==> src/hw/sesf_pkg.sv <==
package sesf_pkg;
   localparam int unsigned BYTE_W = 8;
   localparam int unsigned CLK_HZ = 25000000;
   localparam int unsigned WRITE_CYCLE_MS = 5;
   localparam int unsigned WRITE_CYCLE_CYC = CLK_HZ / 1000 * WRITE_CYCLE_MS;
   // op-code pattern: upper nibble zero, bit 3 ignored
   localparam logic [7:0] OPC_MASK = 8'hF7;
   localparam logic [7:0] OPC_SET_WEL = 8'h06;
   localparam logic [7:0] OPC_CLR_WEL = 8'h04;
   localparam logic [7:0] OPC_RD_STATUS = 8'h05;
   localparam logic [7:0] OPC_WR_STATUS = 8'h01;
   localparam logic [7:0] OPC_RD_ARRAY = 8'h03;
   localparam logic [7:0] OPC_WR_ARRAY = 8'h02;
   localparam int unsigned SR_BUSY = 0;
   localparam int unsigned SR_WEL = 1;
   localparam int unsigned SR_BP_LO = 2;
   localparam int unsigned SR_BP_HI = 3;
   localparam int unsigned SR_PPEN = 7;
   localparam logic [7:0] SR_ALL_ONES = 8'hFF;
   localparam logic [1:0] BP_RESET = 2'h0;
   localparam logic [2:0] BIT_LAST = 3'h7;
   typedef enum logic [2:0] {
      SESF_OP_NONE, SESF_OP_SET_WEL, SESF_OP_CLR_WEL, SESF_OP_RD_STATUS,
      SESF_OP_WR_STATUS, SESF_OP_RD_ARRAY, SESF_OP_WR_ARRAY, SESF_OP_BAD
   } sesf_op_e;
endpackage

==> src/hw/sesf_sync_if.sv <==
`timescale 1ns/10ps
interface sesf_sync_if;
   logic sck;
   logic sck_rise;
   logic sck_fall;
   logic sel_n;
   logic sel_fall;
   logic din;
   logic pause_n;
   logic wp_n;
   modport src (output sck, sck_rise, sck_fall, sel_n, sel_fall, din, pause_n, wp_n);
   modport dst (input sck, sck_rise, sck_fall, sel_n, sel_fall, din, pause_n, wp_n);
endinterface

==> src/hw/sesf_pin_sync.sv <==
`timescale 1ns/10ps
module sesf_pin_sync (
   input wire logic clk,      // system clock
   input wire logic nrst,     // async reset, active low
   input wire logic sck_pin,  // serial clock pin
   input wire logic sel_n_pin, // select pin
   input wire logic din_pin,  // serial data in pin
   input wire logic pause_n_pin, // pause pin
   input wire logic wp_n_pin, // write protect pin
   sesf_sync_if.src sy        // synchronised view
);
   logic [4:0] s1;
   logic [4:0] s2;
   logic sck_d;
   logic sel_d;
   always_ff @(posedge clk or negedge nrst) begin
      if (!nrst) begin
         s1 <= 5'h1E;
         s2 <= 5'h1E;
         sck_d <= 1'b0;
         sel_d <= 1'b1;
      end else begin
         s1 <= {wp_n_pin, pause_n_pin, sel_n_pin, din_pin, sck_pin};
         s2 <= s1;
         sck_d <= s2[0];
         sel_d <= s2[2];
      end
   end
   assign sy.sck = s2[0];
   assign sy.din = s2[1];
   assign sy.sel_n = s2[2];
   assign sy.pause_n = s2[3];
   assign sy.wp_n = s2[4];
   assign sy.sck_rise = s2[0] & ~sck_d;
   assign sy.sck_fall = ~s2[0] & sck_d;
   assign sy.sel_fall = ~s2[2] & sel_d;
endmodule

==> src/hw/sesf_front_end.sv <==
`timescale 1ns/10ps
module sesf_front_end #(
   parameter int unsigned WRITE_CYC = sesf_pkg::WRITE_CYCLE_CYC // self-timed write length
) (
   input wire logic clk,         // 25 MHz system clock
   input wire logic nrst,        // async reset, active low
   input wire logic sck,         // serial clock from master
   input wire logic sel_n,       // device select, active low
   input wire logic din,         // serial data in
   output logic dout,            // serial data out
   output logic dout_oe_n,       // output enable, low drives dout
   input wire logic pause_n,     // pause, active low
   input wire logic wp_n,        // write protect, active low
   output logic [2:0] op,        // decoded op-code of current frame
   output logic op_valid,        // one-cycle pulse when op-code taken
   output logic busy,            // internal write in progress
   output logic wel,             // write-enable latch
   output logic [1:0] bp,        // block protect bits
   output logic ppen             // protect-pin enable bit
);
   sesf_sync_if sy ();
   sesf_pin_sync u_sync (
      .clk(clk), .nrst(nrst), .sck_pin(sck), .sel_n_pin(sel_n), .din_pin(din),
      .pause_n_pin(pause_n), .wp_n_pin(wp_n), .sy(sy)
   );

   function automatic sesf_pkg::sesf_op_e decode(input logic [7:0] b);
      logic [7:0] m;
      m = b & sesf_pkg::OPC_MASK;
      if (m == sesf_pkg::OPC_SET_WEL) return sesf_pkg::SESF_OP_SET_WEL;
      else if (m == sesf_pkg::OPC_CLR_WEL) return sesf_pkg::SESF_OP_CLR_WEL;
      else if (m == sesf_pkg::OPC_RD_STATUS) return sesf_pkg::SESF_OP_RD_STATUS;
      else if (m == sesf_pkg::OPC_WR_STATUS) return sesf_pkg::SESF_OP_WR_STATUS;
      else if (m == sesf_pkg::OPC_RD_ARRAY) return sesf_pkg::SESF_OP_RD_ARRAY;
      else if (m == sesf_pkg::OPC_WR_ARRAY) return sesf_pkg::SESF_OP_WR_ARRAY;
      else return sesf_pkg::SESF_OP_BAD;
   endfunction

   typedef enum logic [1:0] {SESF_IDLE, SESF_OPCODE, SESF_DATA, SESF_LOCKED} sesf_state_e;
   sesf_state_e state;
   sesf_pkg::sesf_op_e cur_op;
   logic [7:0] shreg;
   logic [7:0] txreg;
   logic [2:0] bitcnt;
   logic paused;
   logic wr_armed;
   logic [7:0] wr_byte;
   logic [31:0] wcnt;
   logic [7:0] status;

   // pause engages and releases only while the serial clock is low, except that deselect releases it at once
   always_ff @(posedge clk or negedge nrst) begin
      if (!nrst) paused <= 1'b0;
      else if (sy.sel_n) paused <= 1'b0;
      else if (!sy.sck) paused <= ~sy.pause_n;
   end

   logic active;
   assign active = !sy.sel_n && !paused;

   logic [7:0] next_shreg;
   assign next_shreg = {shreg[6:0], sy.din};

   always_ff @(posedge clk or negedge nrst) begin
      if (!nrst) begin
         state <= SESF_IDLE;
         cur_op <= sesf_pkg::SESF_OP_NONE;
         shreg <= '0;
         bitcnt <= '0;
      end else if (sy.sel_n) begin
         state <= SESF_IDLE;
      end else if (sy.sel_fall) begin
         state <= SESF_OPCODE;
         cur_op <= sesf_pkg::SESF_OP_NONE;
         bitcnt <= '0;
      end else if (active && sy.sck_rise && state != SESF_LOCKED) begin
         shreg <= next_shreg;
         bitcnt <= bitcnt + 3'h1;
         if (state == SESF_OPCODE && bitcnt == sesf_pkg::BIT_LAST) begin
            cur_op <= decode(next_shreg);
            state <= (decode(next_shreg) == sesf_pkg::SESF_OP_BAD) ? SESF_LOCKED : SESF_DATA;
         end
      end
   end

   always_ff @(posedge clk or negedge nrst) begin
      if (!nrst) begin
         op <= '0;
         op_valid <= 1'b0;
      end else begin
         op_valid <= 1'b0;
         if (active && sy.sck_rise && state == SESF_OPCODE && bitcnt == sesf_pkg::BIT_LAST) begin
            op <= decode(next_shreg);
            op_valid <= 1'b1;
         end
      end
   end

   // status write latched at end of each data byte, committed when select rises
   logic prot;
   assign prot = !sy.wp_n && ppen;
   always_ff @(posedge clk or negedge nrst) begin
      if (!nrst) begin
         wr_armed <= 1'b0;
         wr_byte <= '0;
      end else if (sy.sel_fall) begin
         wr_armed <= 1'b0;
      end else if (!sy.sel_n && prot) begin
         wr_armed <= 1'b0;
      end else if (active && sy.sck_rise && state == SESF_DATA && cur_op == sesf_pkg::SESF_OP_WR_STATUS
                   && bitcnt == sesf_pkg::BIT_LAST && wel && !busy) begin
         wr_armed <= 1'b1;
         wr_byte <= next_shreg;
      end else if (sy.sel_n) begin
         wr_armed <= 1'b0;
      end
   end

   logic start_wr;
   assign start_wr = wr_armed && sy.sel_n && !prot;

   always_ff @(posedge clk or negedge nrst) begin
      if (!nrst) begin
         busy <= 1'b0;
         wcnt <= '0;
      end else if (start_wr) begin
         busy <= 1'b1;
         wcnt <= WRITE_CYC - 1;
      end else if (busy) begin
         if (wcnt == '0) busy <= 1'b0;
         else wcnt <= wcnt - 32'h1;
      end
   end

   always_ff @(posedge clk or negedge nrst) begin
      if (!nrst) begin
         bp <= sesf_pkg::BP_RESET;
         ppen <= 1'b0;
      end else if (start_wr) begin
         bp <= wr_byte[sesf_pkg::SR_BP_HI:sesf_pkg::SR_BP_LO];
         ppen <= wr_byte[sesf_pkg::SR_PPEN] | (ppen & !sy.wp_n);
      end
   end

   always_ff @(posedge clk or negedge nrst) begin
      if (!nrst) wel <= 1'b0;
      else if (busy && wcnt == '0) wel <= 1'b0;
      else if (sy.sel_n && state == SESF_DATA && !busy) begin
         if (cur_op == sesf_pkg::SESF_OP_SET_WEL) wel <= 1'b1;
         else if (cur_op == sesf_pkg::SESF_OP_CLR_WEL) wel <= 1'b0;
      end
   end

   always_comb begin
      status = '0;
      status[sesf_pkg::SR_BUSY] = busy;
      status[sesf_pkg::SR_WEL] = wel;
      status[sesf_pkg::SR_BP_HI:sesf_pkg::SR_BP_LO] = bp;
      status[sesf_pkg::SR_PPEN] = ppen;
      if (busy) status = sesf_pkg::SR_ALL_ONES;
   end

   // output shifts on falling clock, status repeats while read continues
   always_ff @(posedge clk or negedge nrst) begin
      if (!nrst) begin
         txreg <= '0;
         dout <= 1'b0;
         dout_oe_n <= 1'b1;
      end else begin
         dout_oe_n <= !(active && state == SESF_DATA && cur_op == sesf_pkg::SESF_OP_RD_STATUS);
         if (active && sy.sck_fall && state == SESF_DATA && cur_op == sesf_pkg::SESF_OP_RD_STATUS) begin
            if (bitcnt == '0) begin
               dout <= status[7];
               txreg <= {status[6:0], 1'b0};
            end else begin
               dout <= txreg[7];
               txreg <= {txreg[6:0], 1'b0};
            end
         end
      end
   end

   chk_locked_quiet: assert property (@(posedge clk) disable iff (!nrst)
      state == SESF_LOCKED |-> dout_oe_n) else $error("output driven after bad op-code");
   chk_desel_quiet: assert property (@(posedge clk) disable iff (!nrst)
      $past(sy.sel_n) |-> dout_oe_n) else $error("output driven while deselected");
   chk_pause_quiet: assert property (@(posedge clk) disable iff (!nrst)
      $past(paused) |-> dout_oe_n) else $error("output driven while paused");
   chk_pause_shift: assert property (@(posedge clk) disable iff (!nrst)
      paused |=> $stable(shreg)) else $error("input shifted while paused");
   chk_prot_block: assert property (@(posedge clk) disable iff (!nrst)
      !sy.sel_n && prot |=> !wr_armed) else $error("status write armed while protected");
   chk_busy_hold: assert property (@(posedge clk) disable iff (!nrst)
      $rose(busy) |-> busy [*8]) else $error("busy dropped early");
   chk_ppen_keep: assert property (@(posedge clk) disable iff (!nrst)
      ppen && !sy.wp_n && !busy |=> ppen) else $error("enable bit cleared under protection");
   chk_opcode_take: assert property (@(posedge clk) disable iff (!nrst)
      op_valid |-> $past(state) == SESF_OPCODE) else $error("op-code taken outside first byte");
endmodule

==> config.mk <==
export PLATFORM = sky130hd
export DESIGN_NAME = sesf_front_end
export DESIGN_NICKNAME = d
export VERILOG_FILES = /design/src/hw/sesf_pkg.sv /design/src/hw/sesf_sync_if.sv /design/src/hw/sesf_pin_sync.sv /design/src/hw/sesf_front_end.sv
export SDC_FILE = /design/constraint.sdc
export NUM_CORES = 1
export LEC_CHECK = 0
export BUFFER_PORTS_ARGS = -buffer_cell sky130_fd_sc_hd__buf_4
export CORE_ASPECT_RATIO = 0.75
export CORE_MARGIN = 2
export CORE_UTILIZATION = 65
export DETAILED_ROUTE_END_ITERATION = 10
export PLACE_DENSITY = 0.84
export SETUP_SLACK_MARGIN = 0.4
export SLEW_MARGIN = 20
export SYNTH_ARGS = -nofsm -noshare
export SYNTH_HDL_FRONTEND = slang
export SYNTH_SLANG_ARGS = --single-unit
==> constraint.sdc <==
create_clock -name clk -period 4.36 [get_ports clk]
set_input_delay 0.654 -clock clk [delete_from_list [all_inputs] [get_ports clk]]
set_output_delay 0.654 -clock clk [all_outputs]
set_load 0.05 [all_outputs]
==> flow_summary.yaml <==
logic_synthesis:
  synth.lib_cells_used.distinct: 56
  synth_area_sq_um: 3860
  netlist_instances: 362
  synth.yosys.warnings: 0
  ys_seq_area_frac: 0.535
  synthArstFlopShare: 1.00
  synth_edf_count: 0
  syn_nets: 374
  synth-main-ff-cell: "dfrtp_1"
  synth.avg_cell_area_sq_um: 10.7
  ys_ff_latch: 82
timing:
  layout_setup_ws_ps: 1540
  hold_violations: 0
  period_minus_slack_ps: 2820
  rsz0062_at_grt: "no"
  setup_viol: 0
  finalSetupTns_ps: 0
  final-max-slew-violation-count: 0
  post-route-period-util: 0.646
  max_slew_margin: 0.357
  skew_ps: 11.2
  worstMarginPinSlew_ps: 965
  fmax_mhz: 355
global_route:
  grt_pass1_vias: 2696
  grt_pass1_wl_mm: 12.7
  track_usage: 0.252
  grt_max_degree: 83
  antenna_found_initial: 0
  grt-ovfl-total: 0
power_and_ir_drop:
  power.total_mw: 1.40
  power_leakage_nw: 1.99
  p_per_area_nw_per_um2: 334
  vdd_drop_max_uv: 254
clock_tree:
  clock_sinks: 82
  cts-resized-gates: 0
  cts_tree: "yes"
  clock_path_buffers: 2
  cts_buffers: 9
  clk_latency_ps: 360
  clk_pin_slew_ps: 80
  post-cts-setup-buffer-count: 0
  htreeDepth: 3
  cts_hold_buf: 0
  cts-root-buf: "clkbuf_8"
drt:
  via_per_inst: 6.23
  detail_route.wl_per_cell_microns: 16.5
  wirelength_mm: 7.54
  drc: 0
  drt-pass1-iter-count: 4
  num_vias: 2840
  ant_nets: 0
  drt_iter0_markers: 214
floorplan:
  num_io_pins: 18
  die_w_microns: 93.0
  rows: 24
  coreArea_sq_um: 5770
  die_y_microns: 70.7
  start_util: 0.669
  die_area_sq_um: 6580
cells_and_area:
  syn2layout_area_growth_pct: 8.62
  fin_nets: 385
  nFillCells: 431
  ff_latch_area_sq_um: 2060
  final_cell_mix: "72 x dfrtp_1, 33 x nand2_1, 27 x a21oi_1"
  layout_commonest_cell: "dfrtp_1"
  multi_input_area_sq_um: 1670
  drive_gt1_frac: 0.198
  diodes: 0
setup_path:
  rr_startpoint: "wcnt[18]"
  timing.rr.end: "wcnt[20]"
  cp_max_fo: 18
  r2r_slack_ps: 1540
  cp.required_ps: 4560
  worstSetupEndpointType: "flop"
  path_class: "flop to flop"
  critical_path_arrival_ps: 3020
  reg2regPathDepth: 5
  start_kind: "flop"
placed_design:
  dp_hpwl_mm: 4.99
  place_ws_ps: 1580
  port_buffers: 17
  gp_congestion: 0.796
min_path:
  hold_class: "primary input to async pin"
job:
  drv_cap: 0
run_status:
  status: "finished, final reports clean"
-- logic make-up (layout without fill, tap and decap cells) --
group | count (synthesis) | count (layout) | share of synthesized area
AOI/OAI and AO/OA | 86 | 86 | 0.149
DFF | 82 | 82 | 0.535
muxes | 13 | 13 | 0.0373
xor gates and xnor gates | 8 | 8 | 0.0182
adders and majority gates | 5 | 5 | 0.0162
buffers and inverters | 27 | 43 | 0.0337
and+or+nand+nor | 141 | 141 | 0.211
-- per-stage QoR --
stage / instances / instance area, sq um / hold WS (ps) / utilization
floorplan: 362 / 3860 / 331 / -
global placement: 440 / 4000 / 340 / 0.693
detailed placement: 440 / 4000 / 346 / 0.693
CTS: 456 / 4190 / 360 / 0.727
global route: 456 / 4190 / 361 / 0.727
finish: 456 / 4190 / 327 / 0.727
-- worst max-delay path: stages (launching register included) --
cell	delay, ps
dfrtp_1	450
or4_4	530
or4_4	630
o2111ai_1	740
or4_2	250
a21oi_1	60
-- synth_stat cells (3+ instances only) --
library cell	number	area [sq um]
o211ai_1	5	37.5
xor2_1	7	61.3
o41ai_1	5	43.8
inv_1	9	33.8
o31ai_1	11	82.6
nand2_1	33	124
dfrtp_1	72	1800
or4_1	9	67.6
ha_1	5	62.6
nor2_1	21	78.8
dfstp_2	10	263
buf_6	3	33.8
nand3_1	11	55.1
mux2_2	11	124
or3_1	13	81.3
clkbuf_1	11	41.3
a21oi_1	27	135
nor3_1	8	40.0
or4_2	6	52.6
nand2b_1	5	31.3
nor4_1	7	43.8
o21a_1	4	30.0
or2_2	3	18.8
o21ai_0	20	100
or3_2	4	30.0
-- metal layers --
layer  global-route usage  up-vias  part of all wire
met2                0.376       66              0.46
met1                0.358     1401              0.47
met5                    0        -                 0
met3               0.0767       10             0.051
met4               0.0833        0             0.013
li1                     -     1363                 -
-- sequential cells by signal, summed over array words and instances, names as in the netlist, 3 cells and up --
name	flops
wcnt	32
shreg	7
txreg	7
u_sync.s1	5
u_sync.s2	5
bitcnt	3
cur_op	3
op	3
wr_byte	3
-- how the worst max path moves through the flow --
stage / start / slack, ps / depth (start not counted) / end
2_1_floorplan: wcnt[20] / 1970 / 7 / wcnt[9]
3_3_place_gp: wcnt[20] / 1630 / 5 / wcnt[20]
3_5_place_dp: wcnt[18] / 1580 / 5 / wcnt[20]
4_1_cts: wcnt[18] / 1560 / 5 / wcnt[20]
5_1_grt: wcnt[18] / 1430 / 5 / wcnt[15]
6_report: wcnt[18] / 1540 / 5 / wcnt[20]
-- power breakdown --
| part | internal [mW] | switching, mW |
|---|---|---|
| sequential | 0.779 | 0.0203 |
| clock | 0.266 | 0.273 |
| combinational | 0.0254 | 0.0383 |
-- area by class of cell --
cell class / count / area share
Clock buffer: 10 / 0.0304
Clock inverter: 6 / 0.0155
Inverter: 9 / 0.00806
Multi-Input combinational cell: 253 / 0.397
Sequential cell: 82 / 0.492
Tap cell: 78 / 0.0233
Timing Repair Buffer: 18 / 0.0331
No activity file was read; power rests on OpenSTA's default activity.
